--- src/common/mcg_pkg.sv ---
// Purpose: Shared constants for module clock gating and the configuration bank
// Assumes: One instruction cycle equals one i_clock period
// Notes: Behaviour list below is the contract of this block
//
// Behaviour
// - Configuration words are 24 bits; only the low 16 hold settings.
// - Four configuration words at F80000, F80002, F80004 and F8000A.
// - Software reads configuration words through table reads.
// - A set disable bit stops every clock to that peripheral.
// - Writes to a disabled peripheral's registers are ignored.
// - Peripheral enabled only if its bit is clear and it exists.
// - Disable bits reset to zero so present peripherals start enabled.
// - Setting a disable bit takes effect after one instruction cycle.
// - Clearing re-enables after one cycle if the peripheral asks to run.
// - Codec disable bit is read/write on variants that have the codec.
// - Low disable register at 0770 holds timer, codec, serial, CAN, ADC bits.
// - Register at 0772 holds capture 8..1 and compare 8..1 disable bits.
// - Oscillator word: monitor 15:14, source group 9:8, primary mode 3:0.
// - Watchdog word: hardware enable 15, prescale A 5:4, prescale B 3:0.
// - Reset word: clear pin 15, brown-out 7, level 5:4, power-up timer 1:0.
// - Code-protect word: read protect bit 1, write protect bit 0.
// - Debug enabled reserves the first 80 RAM bytes and two pins.
// - One of four debug pin pairs is selected: data line and clock line.
// - Debugger sends commands and data; device answers over the pair.
// - Primary debug pair shares the programming pins; alternates do not.
// - With hardware watchdog enable zero, software bit controls watchdog.
package mcg_pkg;
  localparam int NUM_PERIPH = 32;
  localparam int NUM_PAIRS = 4;
  localparam int OFF_DELAY_CYCLES = 1;
  // Register side
  localparam logic [15:0] PDL_ADDR = 16'h0770;
  localparam logic [15:0] CCD_ADDR = 16'h0772;
  localparam logic [15:0] PDL_RESET = 16'h0000;
  localparam logic [15:0] CCD_RESET = 16'h0000;
  localparam logic [15:0] PDL_IMPL_MASK = 16'hF9FF;
  localparam logic [15:0] CCD_IMPL_MASK = 16'hFFFF;
  localparam int CODEC_BIT = 8;
  localparam logic [31:0] PRESENT_DEFAULT = 32'hFFFF_F9FF;
  // Configuration space
  localparam logic [23:0] OSC_CFG_ADDR = 24'hF80000;
  localparam logic [23:0] WDT_CFG_ADDR = 24'hF80002;
  localparam logic [23:0] RST_CFG_ADDR = 24'hF80004;
  localparam logic [23:0] CPR_CFG_ADDR = 24'hF8000A;
  localparam logic [15:0] OSC_CFG_MASK = 16'hC30F;
  localparam logic [15:0] WDT_CFG_MASK = 16'h803F;
  localparam logic [15:0] RST_CFG_MASK = 16'h80B3;
  localparam logic [15:0] CPR_CFG_MASK = 16'h0003;
  localparam logic [15:0] CFG_ERASED = 16'hFFFF;
  localparam logic [7:0] CFG_UPPER = 8'h00;
  // Field positions
  localparam int CSM_LSB = 14;
  localparam int OSG_LSB = 8;
  localparam int POM_LSB = 0;
  localparam int WHE_BIT = 15;
  localparam int WPA_LSB = 4;
  localparam int WPB_LSB = 0;
  localparam int MCP_BIT = 15;
  localparam int BOE_BIT = 7;
  localparam int BOL_LSB = 4;
  localparam int PUT_LSB = 0;
  localparam int CRP_BIT = 1;
  localparam int CWP_BIT = 0;
  // Debug
  localparam logic [15:0] RAM_RESERVED_BYTES = 16'h0050;
  localparam logic [1:0] PRIMARY_PAIR = 2'h0;
endpackage

--- src/core/mcg_cfg_bank.sv ---
// Purpose: Non-volatile configuration word bank with table-read port
// Assumes: Programmer writes arrive synchronous to i_clock
// Notes: Reset models the erased state; a real array retains its contents
`timescale 1ns/100ps
`default_nettype none
module mcg_cfg_bank
  import mcg_pkg::*;
(
  // Clock and reset
  input wire logic i_clock,
  input wire logic i_rst_n,
  // Programmer port
  input wire logic i_prog_we,
  input wire logic [23:0] i_prog_addr,
  input wire logic [23:0] i_prog_wdata,
  // Table read port
  input wire logic i_tbl_re,
  input wire logic [23:0] i_tbl_addr,
  output logic [23:0] o_tbl_rdata,
  output logic o_tbl_rvalid,
  // Stored words
  output logic [15:0] o_osc_word,
  output logic [15:0] o_wdt_word,
  output logic [15:0] o_rst_word,
  output logic [15:0] o_cpr_word
);
  typedef struct packed {
    logic [3:0][15:0] word;
    logic [23:0] rdata;
    logic rvalid;
  } mcg_bank_st_t;

  localparam logic [3:0][23:0] ADDRS = {CPR_CFG_ADDR, RST_CFG_ADDR,
    WDT_CFG_ADDR, OSC_CFG_ADDR};
  localparam logic [3:0][15:0] MASKS = {CPR_CFG_MASK, RST_CFG_MASK,
    WDT_CFG_MASK, OSC_CFG_MASK};

  mcg_bank_st_t st_ff;
  mcg_bank_st_t nxt_st;

  always_comb begin
    nxt_st = st_ff;
    nxt_st.rvalid = i_tbl_re;
    nxt_st.rdata = 24'h000000;
    for (int k = 0; k < 4; k++) begin
      if (i_prog_we && i_prog_addr == ADDRS[k]) begin
        nxt_st.word[k] = i_prog_wdata[15:0] & MASKS[k];
      end
      if (i_tbl_re && i_tbl_addr == ADDRS[k]) begin
        nxt_st.rdata = {CFG_UPPER, st_ff.word[k]};
      end
    end
  end

  always_ff @(posedge i_clock or negedge i_rst_n) begin
    if (!i_rst_n) begin
      st_ff <= '{word: {CFG_ERASED & CPR_CFG_MASK, CFG_ERASED & RST_CFG_MASK,
                 CFG_ERASED & WDT_CFG_MASK, CFG_ERASED & OSC_CFG_MASK},
                 rdata: 24'h000000, rvalid: 1'b0};
    end else begin
      st_ff <= nxt_st;
    end
  end

  assign o_tbl_rdata = st_ff.rdata;
  assign o_tbl_rvalid = st_ff.rvalid;
  assign o_osc_word = st_ff.word[0];
  assign o_wdt_word = st_ff.word[1];
  assign o_rst_word = st_ff.word[2];
  assign o_cpr_word = st_ff.word[3];

  tbl_read_a: assert property (@(posedge i_clock) disable iff (!i_rst_n)
    i_tbl_re |=> o_tbl_rvalid && o_tbl_rdata[23:16] == 8'h00)
    else $error("table read missing or upper byte not zero");
endmodule
`default_nettype wire

--- src/core/mcg_gate.sv ---
// Purpose: One peripheral's clock enable and register enable
// Assumes: i_off comes straight from the disable register flip-flop
// Notes: Enables are registered, giving the one-cycle switching delay
`timescale 1ns/100ps
`default_nettype none
module mcg_gate
  import mcg_pkg::*;
(
  // Clock and reset
  input wire logic i_clock,
  input wire logic i_rst_n,
  // Control
  input wire logic i_off,
  input wire logic i_present,
  input wire logic i_run_req,
  // Enables
  output logic o_clk_en,
  output logic o_regs_en
);
  typedef struct packed {
    logic clk_en;
    logic regs_en;
  } mcg_gate_st_t;

  mcg_gate_st_t st_ff;
  mcg_gate_st_t nxt_st;

  always_comb begin
    nxt_st = st_ff;
    nxt_st.clk_en = i_present && !i_off && i_run_req;
    nxt_st.regs_en = i_present && !i_off;
  end

  // Register access comes up enabled at reset; the clock enable starts off until the first edge
  always_ff @(posedge i_clock or negedge i_rst_n) begin
    if (!i_rst_n) begin
      st_ff <= '{clk_en: 1'b0, regs_en: 1'b1};
    end else begin
      st_ff <= nxt_st;
    end
  end

  assign o_clk_en = st_ff.clk_en;
  assign o_regs_en = st_ff.regs_en;

  off_delay_a: assert property (
    @(posedge i_clock) disable iff (!i_rst_n)
    $rose(i_off) |=> !o_clk_en && !o_regs_en)
    else $error("peripheral still enabled one cycle after disable");
  on_delay_a: assert property (@(posedge i_clock) disable iff (!i_rst_n)
    (!i_off && i_present && i_run_req) |=> o_clk_en)
    else $error("peripheral clock not restored after one cycle");
endmodule
`default_nettype wire

--- src/core/mcg_top.sv ---
// Purpose: Peripheral clock gating, configuration fields and debug pin pairs
// Assumes: SFR strobes are single-cycle and synchronous to i_clock
// Notes: Gating is expressed as clock enables, not gated clocks
`timescale 1ns/100ps
`default_nettype none
module mcg_top
  import mcg_pkg::*;
#(
  // Peripherals fitted on this variant; bit index equals disable bit index
  parameter logic [31:0] PRESENT_MASK = PRESENT_DEFAULT
)
(
  // Clock and reset
  input wire logic i_clock,
  input wire logic i_rst_n,
  // SFR data-space access
  input wire logic [15:0] i_sfr_addr,
  input wire logic [15:0] i_sfr_wdata,
  input wire logic i_sfr_we,
  input wire logic i_sfr_re,
  output logic [15:0] o_sfr_rdata,
  output logic o_sfr_rvalid,
  // Peripheral register access qualification
  input wire logic i_sfr_periph_hit,
  input wire logic [4:0] i_sfr_periph_id,
  input wire logic [15:0] i_periph_rdata,
  output logic o_periph_we,
  // Peripheral clocks
  input wire logic [31:0] i_periph_run_req,
  output logic [31:0] o_periph_clk_en,
  output logic [31:0] o_periph_regs_en,
  // Table reads
  input wire logic i_tbl_re,
  input wire logic [23:0] i_tbl_addr,
  output logic [23:0] o_tbl_rdata,
  output logic o_tbl_rvalid,
  // Programmer
  input wire logic i_prog_we,
  input wire logic [23:0] i_prog_addr,
  input wire logic [23:0] i_prog_wdata,
  // Oscillator settings
  output logic [1:0] o_clock_switch_monitor_sel,
  output logic [1:0] o_osc_source_group,
  output logic [3:0] o_primary_osc_mode,
  // Watchdog settings
  output logic o_watchdog_hw_enable,
  output logic [1:0] o_watchdog_prescale_a,
  output logic [3:0] o_watchdog_prescale_b,
  input wire logic i_watchdog_sw_enable,
  output logic o_watchdog_enable,
  // Reset settings
  output logic o_master_clear_pin_enable,
  output logic o_brownout_enable,
  output logic [1:0] o_brownout_level,
  output logic [1:0] o_powerup_timer_sel,
  // Code protection
  output logic o_code_read_protect,
  output logic o_code_write_protect,
  // Debug control
  input wire logic i_debug_enable,
  input wire logic [1:0] i_debug_pair_sel,
  input wire logic [15:0] i_ram_addr,
  output logic o_ram_reserved_hit,
  output logic [3:0] o_debug_pair_active,
  output logic o_prog_pins_shared,
  // Debug pins, one per pair
  input wire logic [3:0] i_debug_data_pin,
  input wire logic [3:0] i_debug_clock_pin,
  output logic [3:0] o_debug_data_pin,
  output logic [3:0] o_debug_data_pin_oe,
  // Debug engine side
  input wire logic i_dbg_tx_data,
  input wire logic i_dbg_tx_oe,
  output logic o_dbg_rx_data,
  output logic o_dbg_rx_clk
);
  typedef struct packed {
    logic [15:0] pd_low;
    logic [15:0] cc_off;
    logic [15:0] rdata;
    logic rvalid;
    logic wdt_en;
    logic [3:0] pair_act;
    logic shared;
    logic [3:0] pin_o;
    logic [3:0] pin_oe;
    logic rx_data;
    logic rx_clk;
  } mcg_top_st_t;

  // Absent peripherals keep their bits at zero, so they read back as zero
  localparam logic [15:0] PDL_WMASK = PDL_IMPL_MASK & PRESENT_MASK[15:0];
  localparam logic [15:0] CCD_WMASK = CCD_IMPL_MASK & PRESENT_MASK[31:16];

  mcg_top_st_t st_ff;
  mcg_top_st_t nxt_st;
  logic pdl_hit;
  logic ccd_hit;
  logic periph_live;
  logic [31:0] off_vec;
  logic [15:0] osc_word;
  logic [15:0] wdt_word;
  logic [15:0] rst_word;
  logic [15:0] cpr_word;

  assign off_vec = {st_ff.cc_off, st_ff.pd_low};

  // One gate per disable bit
  for (genvar g = 0; g < NUM_PERIPH; g++) begin : gen_gate
    mcg_gate u_gate (
      .i_clock(i_clock),
      .i_rst_n(i_rst_n),
      .i_off(off_vec[g]),
      .i_present(PRESENT_MASK[g]),
      .i_run_req(i_periph_run_req[g]),
      .o_clk_en(o_periph_clk_en[g]),
      .o_regs_en(o_periph_regs_en[g])
    );
  end

  mcg_cfg_bank u_bank (
    .i_clock(i_clock),
    .i_rst_n(i_rst_n),
    .i_prog_we(i_prog_we),
    .i_prog_addr(i_prog_addr),
    .i_prog_wdata(i_prog_wdata),
    .i_tbl_re(i_tbl_re),
    .i_tbl_addr(i_tbl_addr),
    .o_tbl_rdata(o_tbl_rdata),
    .o_tbl_rvalid(o_tbl_rvalid),
    .o_osc_word(osc_word),
    .o_wdt_word(wdt_word),
    .o_rst_word(rst_word),
    .o_cpr_word(cpr_word)
  );

  assign pdl_hit = i_sfr_addr == PDL_ADDR;
  assign ccd_hit = i_sfr_addr == CCD_ADDR;
  // Own registers take precedence over an overlapping peripheral decode
  assign periph_live = i_sfr_periph_hit && !pdl_hit && !ccd_hit &&
                       o_periph_regs_en[i_sfr_periph_id];
  assign o_periph_we = i_sfr_we && periph_live;

  always_comb begin
    nxt_st = st_ff;
    if (i_sfr_we && pdl_hit) begin
      nxt_st.pd_low = i_sfr_wdata & PDL_WMASK;
    end
    if (i_sfr_we && ccd_hit) begin
      nxt_st.cc_off = i_sfr_wdata & CCD_WMASK;
    end
    nxt_st.rvalid = i_sfr_re;
    nxt_st.rdata = 16'h0000;
    if (i_sfr_re) begin
      if (pdl_hit) begin
        nxt_st.rdata = st_ff.pd_low;
      end else if (ccd_hit) begin
        nxt_st.rdata = st_ff.cc_off;
      end else if (periph_live) begin
        nxt_st.rdata = i_periph_rdata;
      end
    end
    // Software bit only matters while the hardware enable is off
    nxt_st.wdt_en = wdt_word[WHE_BIT] || i_watchdog_sw_enable;
    // Debug pair routing
    nxt_st.shared = i_debug_enable && i_debug_pair_sel == PRIMARY_PAIR;
    nxt_st.rx_data = 1'b0;
    nxt_st.rx_clk = 1'b0;
    for (int k = 0; k < NUM_PAIRS; k++) begin
      nxt_st.pair_act[k] = i_debug_enable &&
                           i_debug_pair_sel == k[1:0];
      nxt_st.pin_oe[k] = nxt_st.pair_act[k] && i_dbg_tx_oe;
      nxt_st.pin_o[k] = nxt_st.pair_act[k] && i_dbg_tx_data;
    end
    if (i_debug_enable) begin
      nxt_st.rx_data = i_debug_data_pin[i_debug_pair_sel];
      nxt_st.rx_clk = i_debug_clock_pin[i_debug_pair_sel];
    end
  end

  always_ff @(posedge i_clock or negedge i_rst_n) begin
    if (!i_rst_n) begin
      st_ff <= '{pd_low: PDL_RESET, cc_off: CCD_RESET,
                 rdata: 16'h0000, rvalid: 1'b0, wdt_en: 1'b0,
                 pair_act: 4'h0, shared: 1'b0, pin_o: 4'h0,
                 pin_oe: 4'h0, rx_data: 1'b0, rx_clk: 1'b0};
    end else begin
      st_ff <= nxt_st;
    end
  end

  // Combinational so a reserved access can be blocked in its own cycle
  assign o_ram_reserved_hit = i_debug_enable &&
                              i_ram_addr < RAM_RESERVED_BYTES;

  assign o_sfr_rdata = st_ff.rdata;
  assign o_sfr_rvalid = st_ff.rvalid;
  assign o_watchdog_enable = st_ff.wdt_en;
  assign o_debug_pair_active = st_ff.pair_act;
  assign o_prog_pins_shared = st_ff.shared;
  assign o_debug_data_pin = st_ff.pin_o;
  assign o_debug_data_pin_oe = st_ff.pin_oe;
  assign o_dbg_rx_data = st_ff.rx_data;
  assign o_dbg_rx_clk = st_ff.rx_clk;

  // Field decode straight from stored words
  assign o_clock_switch_monitor_sel = osc_word[CSM_LSB +: 2];
  assign o_osc_source_group = osc_word[OSG_LSB +: 2];
  assign o_primary_osc_mode = osc_word[POM_LSB +: 4];
  assign o_watchdog_hw_enable = wdt_word[WHE_BIT];
  assign o_watchdog_prescale_a = wdt_word[WPA_LSB +: 2];
  assign o_watchdog_prescale_b = wdt_word[WPB_LSB +: 4];
  assign o_master_clear_pin_enable = rst_word[MCP_BIT];
  assign o_brownout_enable = rst_word[BOE_BIT];
  assign o_brownout_level = rst_word[BOL_LSB +: 2];
  assign o_powerup_timer_sel = rst_word[PUT_LSB +: 2];
  assign o_code_read_protect = cpr_word[CRP_BIT];
  assign o_code_write_protect = cpr_word[CWP_BIT];

  pdl_write_a: assert property (
    @(posedge i_clock) disable iff (!i_rst_n)
    (i_sfr_we && pdl_hit) |=>
      st_ff.pd_low == ($past(i_sfr_wdata) & PDL_WMASK))
    else $error("low disable register did not take the write");

  ccd_write_a: assert property (
    @(posedge i_clock) disable iff (!i_rst_n)
    (i_sfr_we && ccd_hit) |=>
      st_ff.cc_off == ($past(i_sfr_wdata) & CCD_WMASK))
    else $error("capture compare disable register did not take the write");

  blocked_write_a: assert property (
    @(posedge i_clock) disable iff (!i_rst_n)
    o_periph_we == (i_sfr_we && i_sfr_periph_hit && !pdl_hit && !ccd_hit &&
                    o_periph_regs_en[i_sfr_periph_id]))
    else $error("peripheral write gating wrong");

  dead_read_a: assert property (
    @(posedge i_clock) disable iff (!i_rst_n)
    (i_sfr_re && i_sfr_periph_hit && !pdl_hit && !ccd_hit &&
     !o_periph_regs_en[i_sfr_periph_id]) |=>
      o_sfr_rvalid && o_sfr_rdata == 16'h0000)
    else $error("disabled peripheral read not zero");

  off_clock_a: assert property (
    @(posedge i_clock) disable iff (!i_rst_n)
    (i_sfr_we && pdl_hit && i_sfr_wdata[0] && PDL_WMASK[0]) |=>
      ##1 !o_periph_clk_en[0])
    else $error("clock still running after disable set");

  wdt_sw_a: assert property (
    @(posedge i_clock) disable iff (!i_rst_n)
    !o_watchdog_hw_enable && $stable(o_watchdog_hw_enable) |=>
      o_watchdog_enable == $past(i_watchdog_sw_enable))
    else $error("watchdog software enable not followed");

  pair_sel_a: assert property (
    @(posedge i_clock) disable iff (!i_rst_n)
    i_debug_enable |=> $onehot(o_debug_pair_active) &&
      o_debug_pair_active[$past(i_debug_pair_sel)])
    else $error("debug pair selection not one-hot");

  shared_pins_a: assert property (
    @(posedge i_clock) disable iff (!i_rst_n)
    o_prog_pins_shared == o_debug_pair_active[0])
    else $error("programming pin sharing mismatches primary pair");

  ram_reserve_a: assert property (
    @(posedge i_clock) disable iff (!i_rst_n)
    (i_debug_enable && (i_ram_addr == 16'h004F || i_ram_addr == 16'h0050)) |->
      o_ram_reserved_hit == (i_ram_addr == 16'h004F))
    else $error("debug RAM reservation boundary wrong");

  // Read path, peripheral presence and hardware watchdog
  sfr_answer_a: assert property (
    @(posedge i_clock) disable iff (!i_rst_n)
    i_sfr_re |=> o_sfr_rvalid)
    else $error("read not answered");

  sfr_quiet_a: assert property (
    @(posedge i_clock) disable iff (!i_rst_n)
    !i_sfr_re |=> !o_sfr_rvalid && o_sfr_rdata == 16'h0000)
    else $error("idle read bus not zero");

  own_read_a: assert property (
    @(posedge i_clock) disable iff (!i_rst_n)
    (i_sfr_re && pdl_hit) |=> o_sfr_rdata == $past(st_ff.pd_low))
    else $error("low register read wrong");

  ccd_read_a: assert property (
    @(posedge i_clock) disable iff (!i_rst_n)
    (i_sfr_re && ccd_hit) |=> o_sfr_rdata == $past(st_ff.cc_off))
    else $error("compare register read wrong");

  live_read_a: assert property (
    @(posedge i_clock) disable iff (!i_rst_n)
    (i_sfr_re && periph_live) |=> o_sfr_rdata == $past(i_periph_rdata))
    else $error("peripheral read data lost");

  absent_clock_a: assert property (
    @(posedge i_clock) disable iff (!i_rst_n)
    (o_periph_clk_en & ~PRESENT_MASK) == 32'h0000_0000)
    else $error("absent peripheral clocked");

  wdt_hw_a: assert property (
    @(posedge i_clock) disable iff (!i_rst_n)
    o_watchdog_hw_enable |=> o_watchdog_enable)
    else $error("hardware watchdog not on");

  // Debug pair routing and RAM reservation
  debug_idle_a: assert property (
    @(posedge i_clock) disable iff (!i_rst_n)
    !i_debug_enable |=>
      o_debug_pair_active == 4'h0 && o_debug_data_pin_oe == 4'h0)
    else $error("debug outputs active while off");

  ram_free_a: assert property (
    @(posedge i_clock) disable iff (!i_rst_n)
    !i_debug_enable |-> !o_ram_reserved_hit)
    else $error("RAM held while debug off");

  rx_data_a: assert property (
    @(posedge i_clock) disable iff (!i_rst_n)
    i_debug_enable |=>
      o_dbg_rx_data == $past(i_debug_data_pin[i_debug_pair_sel]))
    else $error("debug data not routed");

  rx_clock_a: assert property (
    @(posedge i_clock) disable iff (!i_rst_n)
    i_debug_enable |=>
      o_dbg_rx_clk == $past(i_debug_clock_pin[i_debug_pair_sel]))
    else $error("debug clock not routed");

  tx_oe_a: assert property (
    @(posedge i_clock) disable iff (!i_rst_n)
    i_debug_enable |=> o_debug_data_pin_oe ==
      ({4{$past(i_dbg_tx_oe)}} & o_debug_pair_active))
    else $error("debug drive enable wrong");

  primary_pair_a: assert property (
    @(posedge i_clock) disable iff (!i_rst_n)
    i_debug_enable |=>
      o_prog_pins_shared == ($past(i_debug_pair_sel) == PRIMARY_PAIR))
    else $error("pin sharing not primary pair");
endmodule
`default_nettype wire

--- config.mk ---
export PLATFORM = sky130hd
export DESIGN_NAME = mcg_top
export DESIGN_NICKNAME = d
export VERILOG_FILES = /design/src/common/mcg_pkg.sv /design/src/core/mcg_cfg_bank.sv /design/src/core/mcg_gate.sv /design/src/core/mcg_top.sv
export SDC_FILE = /design/constraint.sdc
export NUM_CORES = 1
export LEC_CHECK = 0
export ABC_AREA = 1
export BUFFER_PORTS_ARGS = -buffer_cell sky130_fd_sc_hd__buf_4
export CAP_MARGIN = 20
export CORE_AREA = 3 3 132 134
export DETAILED_ROUTE_END_ITERATION = 8
export DIE_AREA = 0 0 135 137
export PLACE_DENSITY = 0.76
export SLEW_MARGIN = 20
export SYNTH_ARGS = -nofsm -noshare
export SYNTH_HDL_FRONTEND = slang
export SYNTH_SLANG_ARGS = --single-unit
--- constraint.sdc ---
create_clock -name i_clock -period 3.9 [get_ports i_clock]
set_input_delay 0.585 -clock i_clock [delete_from_list [all_inputs] [get_ports i_clock]]
set_output_delay 0.585 -clock i_clock [all_outputs]
set_load 0.1 [all_outputs]
# Word-level counts from Yosys, hierarchy flattened
# Cells that the tools add are included.
[word_totals]
reg_bits = 172
inputBits = 194
output_inout_bits = 147
elab_cells = 200
[classes]
order_cmp = 3
n_eq_ne = 13
mux = 15
n_reduce_logical = 91
[ops]
columns = ["cell", "count"]
rows = [
  ["equality test 24 bit (second input constant)", 8],
  ["two-way mux 16 bit", 5],
  ["two-way mux 24 bit", 3],
  ["logical AND 1 bit", 57],
  ["equality test 16 x 11 -> 1 bit (second input constant)", 2],
  ["zero test 1 bit", 32],
  ["< comparator 16 x 7 -> 1 bit (second input constant)", 1],
  ["< comparator 5 x 6 -> 1 bit (second input constant)", 1],
  ["binary-select mux 1 bit (select 5 bit)", 1],
  ["binary-select mux 1 bit (select 2 bit)", 2],
  ["equality test 2 bit (second input constant)", 2],
  ["< comparator 2 x 3 -> 1 bit (second input constant)", 1],
  ["two-way mux 1 bit", 3],
  ["equality test 2 x 1 -> 1 bit (second input constant)", 1],
  ["zero test 2 bit", 1],
  ["two-way mux 2 bit", 1],
  ["logical OR 1 bit", 1],
]

# Longest topological paths before layout
[depth]
word_depth = 9
ltp_mapped = 12
ltp_nobuf = 11

# By module
# Synthesis repeated with hierarchy kept, for this count alone.
[unflattened]
hier_cells = 882
hier_area_um2 = 7832.5
[by_module_without_submodules]
columns = ["mod", "n_inst", "cells_each", "area_each_um2", "seq_area_each_um2"]
rows = [
  ["mcg_top", 1, 366, 3169.3, 1551.5],
  ["mcg_gate", 32, 7, 75.1, 51.3],
  ["mcg_cfg_bank", 1, 292, 2260.9, 904.6],
]

# Least setup slack after synthesis
# Ideal clock, no wire load.
[synth_timing]
path_kind = "input-to-output"
startpoint = "in i_ram_addr[14]"
endpoint = "out o_ram_reserved_hit"
arrival_ns = 3.926
required_time_ns = 3.315
path_slack_ns = -0.611
cell_stages = 2
n_path_buf = 0
path_cell_list = "or4_1 -> nor4_1"
[synth_via]
elab_chain_len = 2
[synth_lines]
columns = ["element", "line", "source"]
rows = [
  ["start: declaration", "mcg_top.sv:62", "input wire logic [15:0] i_ram_addr,"],
  ["< comparator 16 x 7 -> 1 bit", "mcg_top.sv:194", "i_ram_addr < RAM_RESERVED_BYTES;"],
  ["logical AND 1 bit", "mcg_top.sv:193", "assign o_ram_reserved_hit = i_debug_enable &&"],
  ["end: declaration", "mcg_top.sv:63", "output logic o_ram_reserved_hit,"],
]
# No other way between the ends.

# Final worst setup path
[layout_timing]
startpoint = "reg gen_gate[15].u_gate.st_ff, in the netlist gen_gate[15].u_gate.o_regs_en"
endpoint = "out o_periph_we"
[layout_via]
elab_chain_len = 4
[layout_lines]
columns = ["element", "line", "source"]
rows = [
  ["start: declaration", "mcg_gate.sv:25", "mcg_gate_st_t st_ff;"],
  ["start signal: assignment", "mcg_gate.sv:37", "st_ff <= '{clk_en: 1'b0, regs_en: 1'b1};"],
  ["start signal: assignment", "mcg_gate.sv:39", "st_ff <= nxt_st;"],
  ["binary-select mux 1 bit (select 5 bit)", "mcg_top.sv:141", "o_periph_regs_en[i_sfr_periph_id];"],
  ["two-way mux 1 bit (implied by the code)", "mcg_top.sv:141", ""],
  ["logical AND 1 bit", "mcg_top.sv:140", "assign periph_live = i_sfr_periph_hit && !pdl_hit && !ccd_hit &&"],
  ["logical AND 1 bit", "mcg_top.sv:142", "assign o_periph_we = i_sfr_we && periph_live;"],
  ["end: declaration", "mcg_top.sv:27", "output logic o_periph_we,"],
]
# No other way between the ends. The select of a mux whose other input is x is not followed.

==> reports/metrics.json <==
{
  "status": {
    "run_status": "finished, final reports clean"
  },
  "power_and_ir_drop": {
    "switchingPower_mw": 1.16,
    "power_frac_seq": 0.416,
    "power.switching_fraction": 0.288,
    "power.combinational.fraction": 0.161,
    "intPower_mw": 2.88,
    "peak_supply_drop_v": 0.000270,
    "power.density_cell_area_mw_per_mm2": 414,
    "power_leakage_nw": 5.00,
    "clock_power_share": 0.423
  },
  "logic_synthesis": {
    "synth.yosys.warnings": 0,
    "yosys-top-cells-area": "dfrtp_1 36%, dfstp_2 20%, buf_4 8.1%",
    "synth_largest_type_area_fraction": 0.361,
    "synth_enable_flop_cells": 0,
    "synth_async_sr_flop_share": 1.00,
    "yosys_register_bits": 158,
    "syn-instance-count": 772,
    "synth_commonest_cells": "117 x inv_1, 109 x nand2_1, 104 x dfrtp_1",
    "ys_dominant_reg_cell": "dfrtp_1",
    "yosysTopAreaCell": "dfrtp_1",
    "post_synth_num_cell_types": 40,
    "synth.most_common_cell": "inv_1",
    "synthesis.area_per_instance_um2": 9.34,
    "synth_area_mm2": 0.00721,
    "synth-seq-area-share": 0.558
  },
  "job": {
    "timing.max_cap.violations": 0
  },
  "finish": {
    "insertedDiodeCount": 0,
    "design.final.nets": 1212,
    "fillers": 1428,
    "finalNonFillerCells": 1251,
    "drive_gt1_frac": 0.429,
    "area.growth.synth_to_final_pct": 35.6
  },
  "die": {
    "fp.dieH_um": 137,
    "design.portCount": 341,
    "floorplan.rows": 47,
    "design.core.area_mm2": 0.0164,
    "initial_core_util": 0.440,
    "horizontal_die_dimension_um": 135,
    "fp.dieArea_mm2": 0.0185
  },
  "global_routing": {
    "grt_first_pass_wirelength_mm": 30.4,
    "grt_overflow": 0,
    "grt_use_total": 0.212,
    "antenna_found_initial": 0,
    "pin_count_of_the_biggest_net_entering_global_routing": 82,
    "grt_pass1_vias": 5901
  },
  "clock_tree": {
    "postCtsSetupRepairBufs": 0,
    "clkSinkCount": 158,
    "tritoncts_clock_tree": "yes",
    "clk_pin_slew_worst_paths_ps": 60,
    "cts_resized": 0,
    "ctsHoldBuffers": 0,
    "insertion_delay_ps": 410,
    "cts-root-to-sink-buffers": 2,
    "tritoncts.num_buffers": 17,
    "ctsHtreeMaxLevel": 4,
    "ctsRootBufferMaster": "clkbuf_16"
  },
  "timing": {
    "timing_hold_violations_final": 0,
    "drv_slew": 0,
    "unrepaired_setup_endpoints_after_global_routing": "false",
    "timing.fmax_ghz": 0.370,
    "max_slew_margin": 0.444,
    "finalSetupViolCount": 0,
    "worst_slew_pin_slew_ps": 832,
    "min_period_over_period": 0.692,
    "min_period_ps": 2700,
    "timing.setup.tns_ps": 0,
    "skew_ps": 6.03
  },
  "route": {
    "drc_violations_left": 0,
    "overall_routed_net_length_mm": 19.9,
    "avgViaCountPerCell": 4.77,
    "drt_first_pass_iters": 5,
    "detail_route.iter0.violations": 229,
    "dr_total_vias": 5972,
    "drt-wirelength-per-cell_um": 15.9,
    "antenna_violating_nets_post_route": 0
  },
  "worst_setup_path": {
    "critPathMaxStageDelay_ps": 580,
    "worst_ep_arrival_time_ps": 2120,
    "critical_path.cell_chain": "nand2_1 > nand3_1 > nand3_1 > nand3_1 > nand2_1 > nand2_4 > nand3_1 > nor2_1 > buf_4",
    "startpoint_type": "flip-flop",
    "critical_path_required_ps": 3310,
    "critical_path_class": "flip-flop to primary output",
    "ff2ff_setup_slack_ps": 2310,
    "cp_num_buf_inv": 1,
    "critical-path-top-cell-by-count": "nand3_1",
    "cp-end-kind": "primary output",
    "crit_slowest_cell": "dfstp_2",
    "critPathMaxFanout": 17,
    "critical_path.top_delay_family": "simple AND/OR/NAND/NOR gates"
  },
  "placed_design": {
    "portBuffers": 306,
    "detailed_place_hpwl_mm": 15.1,
    "place_congestion": 0.863,
    "placed_cells": 1219
  },
  "min_path": {
    "hold_path_class": "primary input to asynchronous set/reset pin"
  }
}
[metal layers]
metal,vias to the layer above,track usage,part of all wire
met5,-,0,0
met4,0,0.0577,0.016
met3,30,0.0710,0.091
met2,262,0.384,0.52
met1,2828,0.241,0.37
li1,2852,-,-
[flip-flops by register name (all words and copies together) (netlist names), 2 cells and up]
| name | count |
|---|---|
| gen_gate.u_gate.o_regs_en | 31 |
| gen_gate.u_gate.o_clk_en | 30 |
| off_vec | 30 |
| o_sfr_rdata | 16 |
| u_bank.o_tbl_rdata | 11 |
| u_bank.o_osc_word | 8 |
| u_bank.o_wdt_word | 7 |
| u_bank.o_rst_word | 6 |
| o_debug_data_pin | 4 |
| o_debug_data_pin_oe | 4 |
| o_debug_pair_active | 4 |
| u_bank.o_cpr_word | 2 |
[worst paths after layout]
| check | start | endpoint | cells after the start |
|---|---|---|---|
| min reg2reg | off_vec[16]$_DFFE_PN0P_ | gen_gate[16].u_gate.o_regs_en$_DFF_PN1_ | 1 |
| max in group asynchronous | i_rst_n | u_bank.o_cpr_word[0]$_DFFE_PN1P_ | 2 |
| max reg2reg | gen_gate[15].u_gate.o_regs_en$_DFF_PN1_ | o_sfr_rdata[13]$_DFF_PN0_ | 8 |
| min in group i_clock | i_tbl_re | u_bank.o_tbl_rvalid$_DFF_PN0_ | 1 |
| max | gen_gate[15].u_gate.o_regs_en$_DFF_PN1_ | o_periph_we | 9 |
| min | i_rst_n | gen_gate[22].u_gate.o_clk_en$_DFF_PN0_ | 1 |
[power by group through the flow]
stage	combinational (mW)	sequential (mW)	clock, mW
floorplan	0.338	1.81	0
global placement	0.647	1.71	0
detailed placement	0.654	1.71	0
CTS	0.655	1.68	1.75
global route	0.690	1.68	1.83
finish	0.651	1.68	1.71
[cell families (layout without fill, tap and decap cells)]
| group | after synthesis | after routing | synth area share |
|---|---|---|---|
| AOI/OAI and AO/OA | 111 | 111 | 0.0892 |
| buffers and inverters | 220 | 464 | 0.165 |
| DFF | 158 | 158 | 0.558 |
| muxes | 2 | 2 | 0.00312 |
| other | 1 | 16 | 0.000520 |
| and+or+nand+nor | 280 | 280 | 0.185 |
[placed cells by master, fill, tap and decap left out, types with 16 or more instances in the layout]
cell type  Yosys  final
dfrtp_1      104    104
o21ai_1       18     18
dfstp_2       54     54
o21ai_2       19     19
conb_1         1     16
buf_4         78    308
nor2_1        70     70
clkbuf_16      0     17
o21ai_0       48     48
nand2_1      109    109
inv_1        117    117
a21oi_1       17     17
nand3_1       46     46
nand4_1       23     23
[area by class of cell]
class / instances / area [um^2] / share of cell area
flip-flops and latches: 158 / 4020 / 0.411
well taps: 220 / 275 / 0.0281
multi-input cells: 409 / 2060 / 0.211
inverters: 122 / 463 / 0.0473
clock buffers: 17 / 425 / 0.0435
repair buffers: 310 / 2340 / 0.240
clock inverters: 15 / 186 / 0.0191
[through the flow]
| step | instance area (um^2) | utilization | power (mW) | setup slack (ps) | hold slack, ps |
|---|---|---|---|---|---|
| 6_report | 9780 | 0.596 | 4.04 | 1200 | 201 |
| 5_1_grt | 9780 | 0.596 | 4.20 | 1070 | 246 |
| 4_1_cts | 9780 | 0.596 | 4.09 | 1180 | 227 |
| 3_5_place_dp | 9170 | 0.559 | 2.36 | 1310 | 428 |
| 3_3_place_gp | 9170 | 0.559 | 2.36 | 1340 | 419 |
| 2_1_floorplan | 7270 | - | 2.15 | 558 | 289 |
No activity file was read; power rests on OpenSTA's default activity.
